==> src/logic/fctu_params.svh <==
// Constants for the flow-control target unit: register map, fields, reset values
`ifndef FCTU_PARAMS_SVH
`define FCTU_PARAMS_SVH

// Register offsets on the plain register port
`define FCTU_CTRL_OFS       4'h0
`define FCTU_STATUS_OFS     4'h4
`define FCTU_MASK_OFS       4'h8
`define FCTU_TARGET_OFS     4'hC

// Reset values
`define FCTU_CTRL_RST       1'h1
`define FCTU_MASK_RST       3'h0

// Status and mask bit positions
`define FCTU_EV_BRANCH      0
`define FCTU_EV_TRAP        1
`define FCTU_EV_BOUND       2

// Vector number used by a bound-check trap (plain default)
`define FCTU_BOUND_VEC      9'h005

// Instruction word field positions
`define FCTU_SEL_HI         25
`define FCTU_SEL_LO         21
`define FCTU_VEC_HI         8
`define FCTU_SHORT_HI       15
`define FCTU_LONG_HI        25

`endif

==> src/logic/fctu_pkg.sv <==
// Types shared by the flow-control target unit
package fctu_pkg;

    // Flow-control operation class delivered by the decoder
    typedef enum logic [3:0] {
        FCTU_OP_NONE     = 4'h0,
        FCTU_OP_JUMP_REG = 4'h1,
        FCTU_OP_BND_REG  = 4'h2,
        FCTU_OP_BND_IMM  = 4'h3,
        FCTU_OP_TRAP_CLR = 4'h4,
        FCTU_OP_TRAP_SET = 4'h5,
        FCTU_OP_TRAP_CND = 4'h6,
        FCTU_OP_BR_CLR   = 4'h7,
        FCTU_OP_BR_SET   = 4'h8,
        FCTU_OP_BR_CND   = 4'h9,
        FCTU_OP_JUMP_REL = 4'hA
    } fctu_op_t;

endpackage : fctu_pkg

==> src/logic/fctu_top.sv <==
// Flow-control target unit: branch, jump and trap target computation
//
// Design decisions made here: the plain strobed port and the placing of the registers.
`timescale 1ns/1ps
`include "fctu_params.svh"
// Function
// - Targets use signed add, truncated, no overflow
// - Register jump takes source two, low bits cleared
// - Register jump ignores first source and destination
// - Register bound trap when source one above two
// - Bound trap address: base, bound vector, zeros
// - Bit tests examine selected bit, set or clear
// - Taken test trap fetches base, vector, zeros
// - Trap vector number is low nine bits
// - Mask bits 24..21 pick sign/zero combinations
// - Mask bit 25 ignored by evaluation
// - Named condition patterns evaluate correctly
// - Sign is bit 31, zero NORs 30..0
// - Conditional branch adds scaled short offset
// - Low sixteen bits are signed branch offset
// - Immediate bound trap when source above immediate
// - Unconditional branch adds scaled long offset
module fctu_top
(
    input  wire logic               clk,               // Processor clock
    input  wire logic               resetn,            // Synchronous reset, active low
    input  wire logic               instr_valid,       // Decoded instruction present
    input  wire fctu_pkg::fctu_op_t instr_op,          // Operation class
    input  wire logic               instr_delayed,     // Delayed variant
    input  wire logic [31:0]        instr_word,        // Raw instruction word
    input  wire logic [31:0]        first_source_reg,  // First source value
    input  wire logic [31:0]        second_source_reg, // Second source value
    input  wire logic [31:0]        execute_pointer,   // Address of this instruction
    input  wire logic [19:0]        vector_base,       // Vector base page
    input  wire logic [3:0]         reg_addr,          // Register byte address
    input  wire logic [31:0]        reg_wdata,         // Register write data
    input  wire logic               reg_wr,            // Write strobe
    input  wire logic               reg_rd,            // Read strobe
    output logic      [31:0]        reg_rdata,         // Read data, one cycle after read
    output logic                    fetch_load,        // Load fetch pointer, pulse
    output logic      [31:0]        fetch_pointer,     // New fetch address
    output logic                    trap_req,          // Exception request, pulse
    output logic      [8:0]         trap_vector,       // Vector number of the trap
    output logic                    squash_next,       // Drop following instruction
    output logic                    irq                // Level interrupt
);

    // Evaluate a condition mask against a tested register
    function automatic logic cond_true(input logic [4:0] mask, input logic [31:0] v);
        logic s;
        logic z;
        s = v[31];
        z = ~|v[30:0];
        // Bit 4 of the mask (word bit 25) is never looked at
        cond_true = (mask[3] & s & z) | (mask[2] & s & ~z)
                  | (mask[1] & ~s & z) | (mask[0] & ~s & ~z);
    endfunction : cond_true

    // Form a trap fetch address from base page and vector number
    function automatic logic [31:0] vec_addr(input logic [19:0] base, input logic [8:0] vec);
        vec_addr = {base, vec, 3'h0};
    endfunction : vec_addr

    // Registers and next values
    logic        enable_q;                 // Unit enable, software controlled
    logic [2:0]  status_q;                 // Sticky event bits
    logic [2:0]  status_d;                 // Next status
    logic [2:0]  mask_q;                   // Interrupt mask
    logic [31:0] rdata_q;                  // Read data register
    logic        load_q;                   // Fetch load pulse
    logic [31:0] target_q;                 // Fetch pointer result
    logic        trap_q;                   // Trap request pulse
    logic [8:0]  vec_q;                    // Trap vector number
    logic        squash_q;                 // Squash pulse
    logic        irq_q;                    // Interrupt level

    // Decoded fields
    logic [4:0]  sel_field;                // Bit select or condition mask field
    logic [15:0] short_branch_offset;      // Short signed offset
    logic [25:0] long_branch_offset;       // Long signed offset
    logic [15:0] bound_immediate;          // Unsigned bound
    logic [8:0]  vector_number_field;      // Trap vector index
    logic        sel_bit;                  // Selected bit of first source
    logic [31:0] short_target;             // Execute pointer plus short offset
    logic [31:0] long_target;              // Execute pointer plus long offset

    // Combinational decision
    logic        go;                       // Instruction accepted
    logic        take_load;                // Fetch pointer changes
    logic        take_trap;                // Trap raised
    logic        take_bound;               // Trap is a bound-check
    logic [31:0] next_target;              // Target for this instruction
    logic [8:0]  next_vec;                 // Vector for this instruction

    // Field extraction
    assign sel_field           = instr_word[`FCTU_SEL_HI:`FCTU_SEL_LO];
    assign short_branch_offset = instr_word[`FCTU_SHORT_HI:0];
    assign long_branch_offset  = instr_word[`FCTU_LONG_HI:0];
    assign bound_immediate     = instr_word[`FCTU_SHORT_HI:0];
    assign vector_number_field = instr_word[`FCTU_VEC_HI:0];
    assign sel_bit             = first_source_reg[sel_field];

    // Scaled, sign-extended offsets added with wrap-around
    assign short_target = execute_pointer
                        + {{14{short_branch_offset[15]}}, short_branch_offset, 2'h0};
    assign long_target  = execute_pointer
                        + {{4{long_branch_offset[25]}}, long_branch_offset, 2'h0};

    // An instruction counts only while the unit is enabled
    assign go = instr_valid & enable_q;

    // Operation decision
    always_comb
    begin
        take_load   = 1'b0;
        take_trap   = 1'b0;
        take_bound  = 1'b0;
        next_target = 32'h0000_0000;
        next_vec    = 9'h000;
        case (instr_op)
            fctu_pkg::FCTU_OP_JUMP_REG:
            begin
                // Only source two matters here
                take_load   = 1'b1;
                next_target = {second_source_reg[31:2], 2'h0};
            end
            fctu_pkg::FCTU_OP_BND_REG:
            begin
                take_bound = first_source_reg > second_source_reg;
                next_vec   = `FCTU_BOUND_VEC;
            end
            fctu_pkg::FCTU_OP_BND_IMM:
            begin
                take_bound = first_source_reg > {16'h0000, bound_immediate};
                next_vec   = `FCTU_BOUND_VEC;
            end
            fctu_pkg::FCTU_OP_TRAP_CLR:
            begin
                take_trap = ~sel_bit;
                next_vec  = vector_number_field;
            end
            fctu_pkg::FCTU_OP_TRAP_SET:
            begin
                take_trap = sel_bit;
                next_vec  = vector_number_field;
            end
            fctu_pkg::FCTU_OP_TRAP_CND:
            begin
                take_trap = cond_true(sel_field, first_source_reg);
                next_vec  = vector_number_field;
            end
            fctu_pkg::FCTU_OP_BR_CLR:
            begin
                take_load   = ~sel_bit;
                next_target = short_target;
            end
            fctu_pkg::FCTU_OP_BR_SET:
            begin
                take_load   = sel_bit;
                next_target = short_target;
            end
            fctu_pkg::FCTU_OP_BR_CND:
            begin
                take_load   = cond_true(sel_field, first_source_reg);
                next_target = short_target;
            end
            fctu_pkg::FCTU_OP_JUMP_REL:
            begin
                take_load   = 1'b1;
                next_target = long_target;
            end
            default:
            begin
                take_load = 1'b0;
            end
        endcase
        // Bound traps vector through the same base page
        if (take_bound)
        begin
            take_trap = 1'b1;
        end
        if (take_trap)
        begin
            take_load   = 1'b1;
            next_target = vec_addr(vector_base, next_vec);
        end
    end

    // Fetch redirect outputs
    always_ff @(posedge clk)
    begin
        if (!resetn)
        begin
            load_q   <= 1'b0;
            target_q <= 32'h0000_0000;
            trap_q   <= 1'b0;
            vec_q    <= 9'h000;
            squash_q <= 1'b0;
        end
        else
        begin
            load_q   <= go & take_load;
            trap_q   <= go & take_trap;
            // Delay slot survives only for delayed variants
            squash_q <= go & take_load & ~instr_delayed;
            if (go & take_load)
            begin
                target_q <= next_target;
                vec_q    <= next_vec;
            end
        end
    end

    // Status next value: events win over a read clear
    always_comb
    begin
        status_d = status_q;
        if (reg_rd && reg_addr == `FCTU_STATUS_OFS)
        begin
            status_d = 3'h0;
        end
        // Clear first, then let this cycle's events set their bits
        status_d[`FCTU_EV_BRANCH] = status_d[`FCTU_EV_BRANCH] | (go & take_load & ~take_trap);
        status_d[`FCTU_EV_TRAP]   = status_d[`FCTU_EV_TRAP] | (go & take_trap & ~take_bound);
        status_d[`FCTU_EV_BOUND]  = status_d[`FCTU_EV_BOUND] | (go & take_bound);
    end

    // Status register
    always_ff @(posedge clk)
    begin
        if (!resetn)
        begin
            status_q <= 3'h0;
        end
        else
        begin
            status_q <= status_d;
        end
    end

    // Software writes to control and mask
    always_ff @(posedge clk)
    begin
        if (!resetn)
        begin
            enable_q <= `FCTU_CTRL_RST;
            mask_q   <= `FCTU_MASK_RST;
        end
        else if (reg_wr)
        begin
            if (reg_addr == `FCTU_CTRL_OFS)
            begin
                enable_q <= reg_wdata[0];
            end
            else if (reg_addr == `FCTU_MASK_OFS)
            begin
                mask_q <= reg_wdata[2:0];
            end
        end
    end

    // Read data, valid only in the cycle after the strobe
    always_ff @(posedge clk)
    begin
        if (!resetn)
        begin
            rdata_q <= 32'h0000_0000;
        end
        else if (!reg_rd)
        begin
            rdata_q <= 32'h0000_0000;
        end
        else if (reg_addr == `FCTU_CTRL_OFS)
        begin
            rdata_q <= {31'h0000_0000, enable_q};
        end
        else if (reg_addr == `FCTU_STATUS_OFS)
        begin
            rdata_q <= {29'h0000_0000, status_q};
        end
        else if (reg_addr == `FCTU_MASK_OFS)
        begin
            rdata_q <= {29'h0000_0000, mask_q};
        end
        else if (reg_addr == `FCTU_TARGET_OFS)
        begin
            rdata_q <= target_q;
        end
        else
        begin
            // Unmapped addresses read zero
            rdata_q <= 32'h0000_0000;
        end
    end

    // Interrupt level from next status and mask
    always_ff @(posedge clk)
    begin
        if (!resetn)
        begin
            irq_q <= 1'b0;
        end
        else
        begin
            irq_q <= |(status_d & mask_q);
        end
    end

    // Every output comes straight from a flip-flop
    assign reg_rdata     = rdata_q;
    assign fetch_load    = load_q;
    assign fetch_pointer = target_q;
    assign trap_req      = trap_q;
    assign trap_vector   = vec_q;
    assign squash_next   = squash_q;
    assign irq           = irq_q;
endmodule : fctu_top

==> config.mk <==
export PLATFORM = sky130hd
export DESIGN_NAME = fctu_top
export DESIGN_NICKNAME = d
export VERILOG_FILES = /design/src/logic/fctu_pkg.sv /design/src/logic/fctu_top.sv
export VERILOG_INCLUDE_DIRS = /design/src /design/src/logic
export SDC_FILE = /design/constraint.sdc
export NUM_CORES = 1
export LEC_CHECK = 0
export BUFFER_PORTS_ARGS = -buffer_cell sky130_fd_sc_hd__buf_2
export CELL_PAD_IN_SITES_DETAIL_PLACEMENT = 0
export CELL_PAD_IN_SITES_GLOBAL_PLACEMENT = 1
export CORE_UTILIZATION = 38
export DETAILED_ROUTE_END_ITERATION = 8
export MAX_ROUTING_LAYER = met4
export PLACE_DENSITY_LB_ADDON = 0.12
export SETUP_SLACK_MARGIN = 0.1
export SYNTH_ARGS = -nofsm -noshare
export SYNTH_HDL_FRONTEND = slang
export SYNTH_SLANG_ARGS = --single-unit
==> constraint.sdc <==
create_clock -name clk -period 12.3 [get_ports clk]
set_clock_uncertainty 0.1 [all_clocks]
set_input_delay 2.46 -clock clk [delete_from_list [all_inputs] [get_ports clk]]
set_output_delay 2.46 -clock clk [all_outputs]
set_load 0.02 [all_outputs]
# --- Word level (Yosys, flattened, before mapping) ---
# Index checks and enable logic that the tools add are counted.
op_classes:
  n_addsub: 2
  magnitude_cmp: 3
  eq_ne: 13
  n_mux: 15
  n_bitwise: 31
  reduce_logical: 14
ops:
  columns: ["cell", "count"]
  rows:
  - ["case mux 32 bit (3 select lines)", 1]
  - ["adder 32 bit", 2]
  - ["greater-than comparator 32 x 16 -> 1 bit", 1]
  - ["greater-than comparator 32 bit", 1]
  - ["2-to-1 mux 32 bit", 1]
  - ["OR reduction 31 bit", 1]
  - ["equality test 4 x 3 -> 1 bit, second input constant", 5]
  - ["equality test 4 bit, second input constant", 5]
  - ["case mux 9 bit (2 select lines)", 1]
  - ["bitwise AND 1 bit", 15]
  - ["2-to-1 mux 3 bit", 4]
  - ["OR reduction 3 bit", 4]
  - ["NOT 1 bit", 9]
  - ["equality test 4 x 2 -> 1 bit, second input constant", 2]
  - ["less-than comparator 5 x 6 -> 1 bit, second input constant", 1]
  - ["bitwise OR 1 bit", 6]
  - ["OR reduction 6 bit", 1]
  - ["binary-select mux 1 bit (select 5 bit)", 1]
  - ["equality test 4 x 1 -> 1 bit, second input constant", 1]
  - ["zero test 4 bit", 1]
  - ["2-to-1 mux 1 bit", 4]
  - ["case mux 1 bit (4 select lines)", 1]
  - ["AND reduction 2 bit", 2]
  - ["OR reduction 2 bit", 2]
  - ["other kinds (6)", 6]
word_totals:
  ff_bits: 84
  output_inout_bits: 77

# --- Longest topological paths before layout ---
# Gate-level depths: netlist (run 1).
logic_depth:
  depth_word: 14
  ltp_mapped: 15
  ltp_nobuf: 13

# --- Worst setup path before layout (run 1) ---
# Ideal clock, no wire load.
synth_path:
  path_type: "input-to-reg"
  startpoint: "in instr_op[2]"
  endpoint: "reg target_q[24] (netlist: fetch_pointer[24])"
  setup_ns: 0.126
  arrival_time_ns: 5.338
  slack_ns: 6.736
  path_stages: 13
  n_path_buf: 1
  cell_sequence: "clkbuf_1 > nor3b_1 > a21oi_1 > a31o_2 > ha_1 > or3_1 > o221ai_1 > a31oi_1 > or3_1 > a31oi_1 > xnor2_1 > a222oi_1 > a21oi_1"
synth_via:
  elab_chain_cells: 5
  word_cells_on_any_way: 20
  cone_classes: "eq/ne (10); mux (7); bitwise (1); reduce/logical (2)"
synth_rtl:
  columns: ["element", "line", "source"]
  rows:
  - ["from (decl)", "fctu_top.sv:28", "input wire fctu_pkg::fctu_op_t instr_op,"]
  - ["equality test 4 bit, or another cell as far along", "fctu_top.sv:120", "case (instr_op)"]
  - ["OR reduction 2 bit (no line), or another cell as far along", null, null]
  - ["case mux 1 bit (4 select lines) / 2-to-1 mux 1 bit (equally long branches)", "fctu_top.sv:120, fctu_top.sv:178", null]
  - ["2-to-1 mux 1 bit", "fctu_top.sv:182", "if (take_trap)"]
  - ["bitwise AND 1 bit", "fctu_top.sv:206", "if (go & take_load)"]
  - ["to (signal assigned)", "fctu_top.sv:208", "target_q <= next_target;"]
  - ["to (decl)", "fctu_top.sv:71", "logic [31:0] target_q;"]
# Parallel ways exist; a longest one is shown, timed or not.
# A chain may end at the register's enable or synchronous reset.

# --- Worst setup path in the final report (run 1) ---
# Same ends and word-level chain as after synthesis.

==> impl_metrics.json, run 1 <==
{
  "synth_nets": 1047,
  "hold_class": "reg2reg",
  "worst_ir_drop_vdd_mv": 0.0802,
  "die_area_um2": 17700,
  "cp-end-kind": "register",
  "r2r-end": "fetch_pointer[30]$_SDFFE_PN0N_",
  "seq_area_um2": 1680,
  "drtIter0Drc": 529,
  "yosysUniqueCellTypes": 67,
  "antenna_found_initial": 3,
  "syn_to_final_growth_pct": 23.9,
  "core_region_area_um2": 16700,
  "period_share": 0.506,
  "finalMaxSlewViolations": 0,
  "crit_path_max_fanout": 12,
  "crit_required_ns": 12.37,
  "grtUsageTotal": 0.261,
  "multi_input_area_um2": 4430,
  "nets": 1260,
  "rsz0062_at_grt": "false",
  "synth_async_sr_flop_share": 0,
  "reg2reg_slack_ns": 9.46,
  "ys_top_cells_by_area": "dfxtp_1 26%, ha_1 15%, a21oi_1 6.0%",
  "yosysTopAreaCellShare": 0.257,
  "synth_edf_count": 0,
  "vias": 6794,
  "cts_setup_buffers": 0,
  "io_pins": 271,
  "synth_area_leader_cell": "dfxtp_1",
  "grt_pass1_vias": 6534,
  "drive_gt1_frac": 0.294,
  "tightest_slew_ns": 1.18,
  "avgViaCountPerCell": 5.59,
  "place.port_buffers": 235,
  "ant_nets": 0,
  "cts_resized": 0,
  "insertion_delay_ns": 0.33,
  "clock.fmax_mhz": 161,
  "worstPathArrival_ns": 6.29,
  "nFillCells": 1744,
  "wl_per_cell_um": 18.4,
  "synth_seq_area_share": 0.257,
  "hold_ws_ns": 0.348,
  "p_leak_nw": 3.90,
  "cts_hold_buf": 0,
  "grt_pass1_wl_um": 35100,
  "cts_tree": "yes",
  "cts_buffers": 9,
  "firstDrtPassIters": 7,
  "wirelength_um": 22400,
  "status": "completed",
  "synth_common_cells": "84 x dfxtp_1, 78 x a21oi_1, 77 x ha_1",
  "min_period_ns": 6.23,
  "cp-start-kind": "input port",
  "die_y_um": 133,
  "critPathKind": "in2reg",
  "ctsRootBufferMaster": "clkbuf_16",
  "maxCapViolCount": 0,
  "rows": 47,
  "synth_area_per_cell_um2": 8.43,
  "die_w_um": 133,
  "gp_routability_congestion": 0.900,
  "netlist_instances": 775,
  "synth_area_um2": 6530,
  "grt_overflow": 0,
  "timing.slew.headroom": 0.211,
  "reg2reg_depth": 6,
  "crit_end": "fetch_pointer[24]$_SDFFE_PN0N_",
  "synth_most_common_cell": "dfxtp_1",
  "yosysWarningCount": 0,
  "ys_seq_elements": 84,
  "htree_num_levels": 3,
  "final-setup-viol-count": 0,
  "hold_viol_final": 0,
  "grt_max_degree": 62,
  "initial_core_util": 0.391,
  "drc_errors": 0,
  "clock_sinks": 84,
  "final_util": 0.485,
  "clkTransAtPathRegs_ns": 0.05,
  "ys.flop_type": "dfxtp_1",
  "timing.rr.start": "enable_q$_SDFFE_PN1P_",
  "clk_path_buf_depth": 2,
  "hpwl_um": 18200,
  "finalPower_mw": 0.820,
  "power_density_nw_per_um2": 101,
  "tns_ns": 0,
  "critPathLaunch": "instr_op[2]"
}
-- metrics by stage --
step                      cell area (um2)  setup WS [ns]  std cells
after floorplan                      6530           6.74        775
after global placement               7800           5.85       1197
after detailed placement             7800           5.81       1197
after CTS                            8090           6.15       1212
after global routing                 8100           5.84       1215
final                                8100           6.07       1215
-- cell families (layout without fill, tap and decap cells) --
| family | after synthesis | count (layout) | share of synthesized area |
|---|---|---|---|
| buffers and inverters | 93 | 310 | 0.0661 |
| and+or+nand+nor | 231 | 231 | 0.188 |
| adders and majority gates | 78 | 78 | 0.151 |
| xor gates and xnor gates | 23 | 23 | 0.0308 |
| muxes | 20 | 20 | 0.0404 |
| AOI/OAI and AO/OA | 246 | 246 | 0.267 |
| other | 0 | 3 | 0 |
| DFF | 84 | 84 | 0.257 |
-- cell usage in the layout (no fill, tap or decap), types with 14 or more instances in the layout --
cell type and instances:
buf_2 235, a21o_1 16, o21ai_1 15, a21oi_1 78, a222oi_1 23, and2_1 33, inv_1 54, o21ai_0 23
ha_1 77, nand4_1 26, dfxtp_1 84, nor2_1 44, nor4_1 14, nand3_1 18, nand2_1 51, mux2i_1 14
-- power by group --
group          leakage (nW)  internal, mW  total (mW)  switching, mW
Sequential            0.682         0.284       0.293        0.00841
Clock                 0.140         0.161       0.259         0.0980
Combinational          3.08         0.106       0.267          0.162
-- per-layer routing --
layer	global-route usage	wire length, um	vias up
met1	0.361	10600	3156
li1	-	-	3351
met2	0.395	9860	263
met5	-	0	-
met3	0.0358	1560	24
met4	0.0726	326	0
-- flip-flops by register name, summed over array words and instances, names as in the netlist --
register / flops
fetch_pointer: 32
reg_rdata: 32
irq: 1
squash_next: 1
trap_vector: 9
status_q: 3
trap_req: 1
fetch_load: 1
enable_q: 1
mask_q: 3
-- layout make-up --
class / count / share of cell area
antenna: 3 / 0.000927
clock buffer: 13 / 0.0309
clock inverter: 2 / 0.00433
inverter: 55 / 0.0255
multi-input combinational: 598 / 0.547
sequential: 84 / 0.208
tap: 220 / 0.0340
timing repair buffer: 240 / 0.150
-- how the worst min path moves through the flow --
| stage | start | to | slack, ns | cells after the start |
|---|---|---|---|---|
| 2_1_floorplan | mask_q[2]$_SDFFE_PN0P_ | irq$_SDFF_PN0_ | 0.35 | 1 |
| 3_3_place_gp | trap_vector[8]$_SDFFE_PN0N_ | trap_vector[8]$_SDFFE_PN0N_ | 0.34 | 2 |
| 3_5_place_dp | trap_vector[3]$_SDFFE_PN0N_ | trap_vector[3]$_SDFFE_PN0N_ | 0.35 | 2 |
| 4_1_cts | trap_vector[3]$_SDFFE_PN0N_ | trap_vector[3]$_SDFFE_PN0N_ | 0.35 | 2 |
| 5_1_grt | trap_vector[2]$_SDFFE_PN0N_ | trap_vector[2]$_SDFFE_PN0N_ | 0.37 | 2 |
| 6_report | trap_vector[3]$_SDFFE_PN0N_ | trap_vector[3]$_SDFFE_PN0N_ | 0.35 | 2 |
-- worst max-delay path, cell delays in order --
cell and delay, ns:
buf_2 0.20, nor3b_1 0.08, buf_4 0.19, a21oi_1 0.65, a31o_2 0.20, ha_1 0.29, or3_1 0.37, o221ai_1 0.15
a31oi_1 0.21, or3_1 0.39, a31oi_1 0.22, xnor2_1 0.12, a222oi_1 0.61, a21oi_1 0.14
Note: power is estimated with default switching activity, not from simulation.
==> inputs of run 2 (changes only) <==
- CORE_UTILIZATION: 38 -> 32
- clock period: 12.3 -> 5.7 ns (I/O delays scaled with it)
==> impl_metrics.json, run 2 (synthesis results as in run 1) <==
{
  "finalMaxSlewViolations": 0,
  "tightest_slew_ns": 0.916,
  "min_period_ns": 4.65,
  "crit_required_ns": 5.80,
  "placed_cells": 1248,
  "worst_ir_drop_vdd_mv": 0.121,
  "tns_ns": 0,
  "initial_core_util": 0.331,
  "critPathKind": "in2reg",
  "drive_gt1_frac": 0.302,
  "firstDrtPassIters": 6,
  "core_region_area_um2": 19700,
  "hold_ws_ns": 0.352,
  "wirelength_um": 23500,
  "grt_pass1_wl_um": 34900,
  "place.port_buffers": 235,
  "drtIter0Drc": 442,
  "p_leak_nw": 3.94,
  "cp-end-kind": "register",
  "timing.slew.headroom": 0.389,
  "holdPathEnd": "trap_vector[6]$_SDFFE_PN0N_",
  "r2r-end": "fetch_pointer[11]$_SDFFE_PN0N_",
  "clk_path_buf_depth": 2,
  "grtUsageTotal": 0.228,
  "cp-start-kind": "input port",
  "final_cell_mix": "235 x buf_2, 84 x dfxtp_1, 78 x a21oi_1",
  "gp_routability_congestion": 0.889,
  "dp_slack_ns": 0.786,
  "syn_to_final_growth_pct": 26.3,
  "cts_setup_buffers": 0,
  "period_share": 0.815,
  "worstHoldStart": "trap_vector[6]$_SDFFE_PN0N_",
  "finalPower_mw": 1.85,
  "die_y_um": 145,
  "reg2reg_slack_ns": 3.07,
  "cts_resized": 0,
  "grt_overflow": 0,
  "clock.fmax_mhz": 215,
  "internal-power_mw": 1.24,
  "power_density_nw_per_um2": 224,
  "wl_per_cell_um": 18.6,
  "die_w_um": 145,
  "drc_errors": 0,
  "hold_class": "reg2reg",
  "p_seq_frac": 0.343,
  "swShare": 0.328,
  "antenna_found_initial": 2,
  "final_cells": 1266,
  "use_met3": 0.0201,
  "io_pins": 271,
  "grt_use_met1": 0.323,
  "rsz0062_at_grt": "false",
  "hold_depth": 2,
  "power_frac_clock": 0.339,
  "cts_tree": "yes",
  "die_area_um2": 21000,
  "rows": 51,
  "final_common_cell": "buf_2",
  "htree_num_levels": 3,
  "switchingPower_mw": 0.605,
  "hold_viol_final": 0,
  "worstPathArrival_ns": 4.75,
  "avgViaCountPerCell": 5.29,
  "hpwl_um": 19600,
  "p_comb_frac": 0.318,
  "timing.rr.start": "enable_q$_SDFFE_PN1P_",
  "grt_pass1_vias": 6080,
  "maxCapViolCount": 0,
  "insertion_delay_ns": 0.33,
  "fin_ws_ns": 1.05,
  "ant_nets": 0,
  "vias": 6701,
  "clkTransAtPathRegs_ns": 0.06,
  "status": "completed",
  "crit_path_max_fanout": 12,
  "grt_max_degree": 29,
  "cts_hold_buf": 0,
  "gr-usage-met2": 0.351,
  "final-setup-viol-count": 0,
  "nets": 1266,
  "clock_sinks": 84,
  "ctsRootBufferMaster": "clkbuf_16",
  "reg2reg_depth": 7,
  "top_usage_layer": "met2",
  "cts_buffers": 9
}
run 2: cell type report:
cell class	count	area, um2
multi-input cells	598	4430
flip-flops and latches	84	1680
clock inverters	6	87.6
repair buffers	246	1270
diodes	2	5.00
fillers	2067	11500
well taps	265	332
clock buffers	10	239
inverters	55	206
run 2: power by group through the flow:
stage | clock (mW) | combinational, mW | sequential, mW
3_5_place_dp | 0 | 0.582 | 0.646
2_1_floorplan | 0 | 0.348 | 0.671
6_report | 0.626 | 0.587 | 0.633
3_3_place_gp | 0 | 0.584 | 0.646
5_1_grt | 0.672 | 0.645 | 0.636
4_1_cts | 0.639 | 0.586 | 0.633
run 2: critical path: stages:
cell and delay [ns]:
buf_2 0.20, nor3b_1 0.10, a21oi_1 0.74, a31o_2 0.21
ha_1 0.29, or3_1 0.36, o221ai_1 0.13, a31oi_1 0.19
or3_1 0.40, a31oi_1 0.22, xnor2_1 0.10, a222oi_1 0.54
a21oi_1 0.13
run 2: per-stage QoR:
step           area [um2]   util
2_1_floorplan        6530      -
6_report             8250  0.418
3_5_place_dp         7920  0.402
5_1_grt              8250  0.418
4_1_cts              8250  0.418
3_3_place_gp         7920  0.402
run 2: how the worst max path moves through the flow:
stage	start	end	slack [ns]	cells past startpoint
CTS	instr_op[3]	fetch_pointer[23]$_SDFFE_PN0N_	1.13	14
finish	instr_op[2]	fetch_pointer[24]$_SDFFE_PN0N_	1.05	13
detailed placement	first_source_reg[12]	fetch_pointer[30]$_SDFFE_PN0N_	0.79	11
global placement	first_source_reg[12]	fetch_pointer[30]$_SDFFE_PN0N_	0.70	11
floorplan	instr_op[2]	fetch_pointer[24]$_SDFFE_PN0N_	1.46	13
global route	instr_op[2]	fetch_pointer[27]$_SDFFE_PN0N_	0.74	13
run 2: per-layer routing:
metal / wire [um] / share of wire
met1: 11500 / 0.49
met2: 10500 / 0.45
met3: 1260 / 0.054
met4: 259 / 0.011
met5: 0 / 0
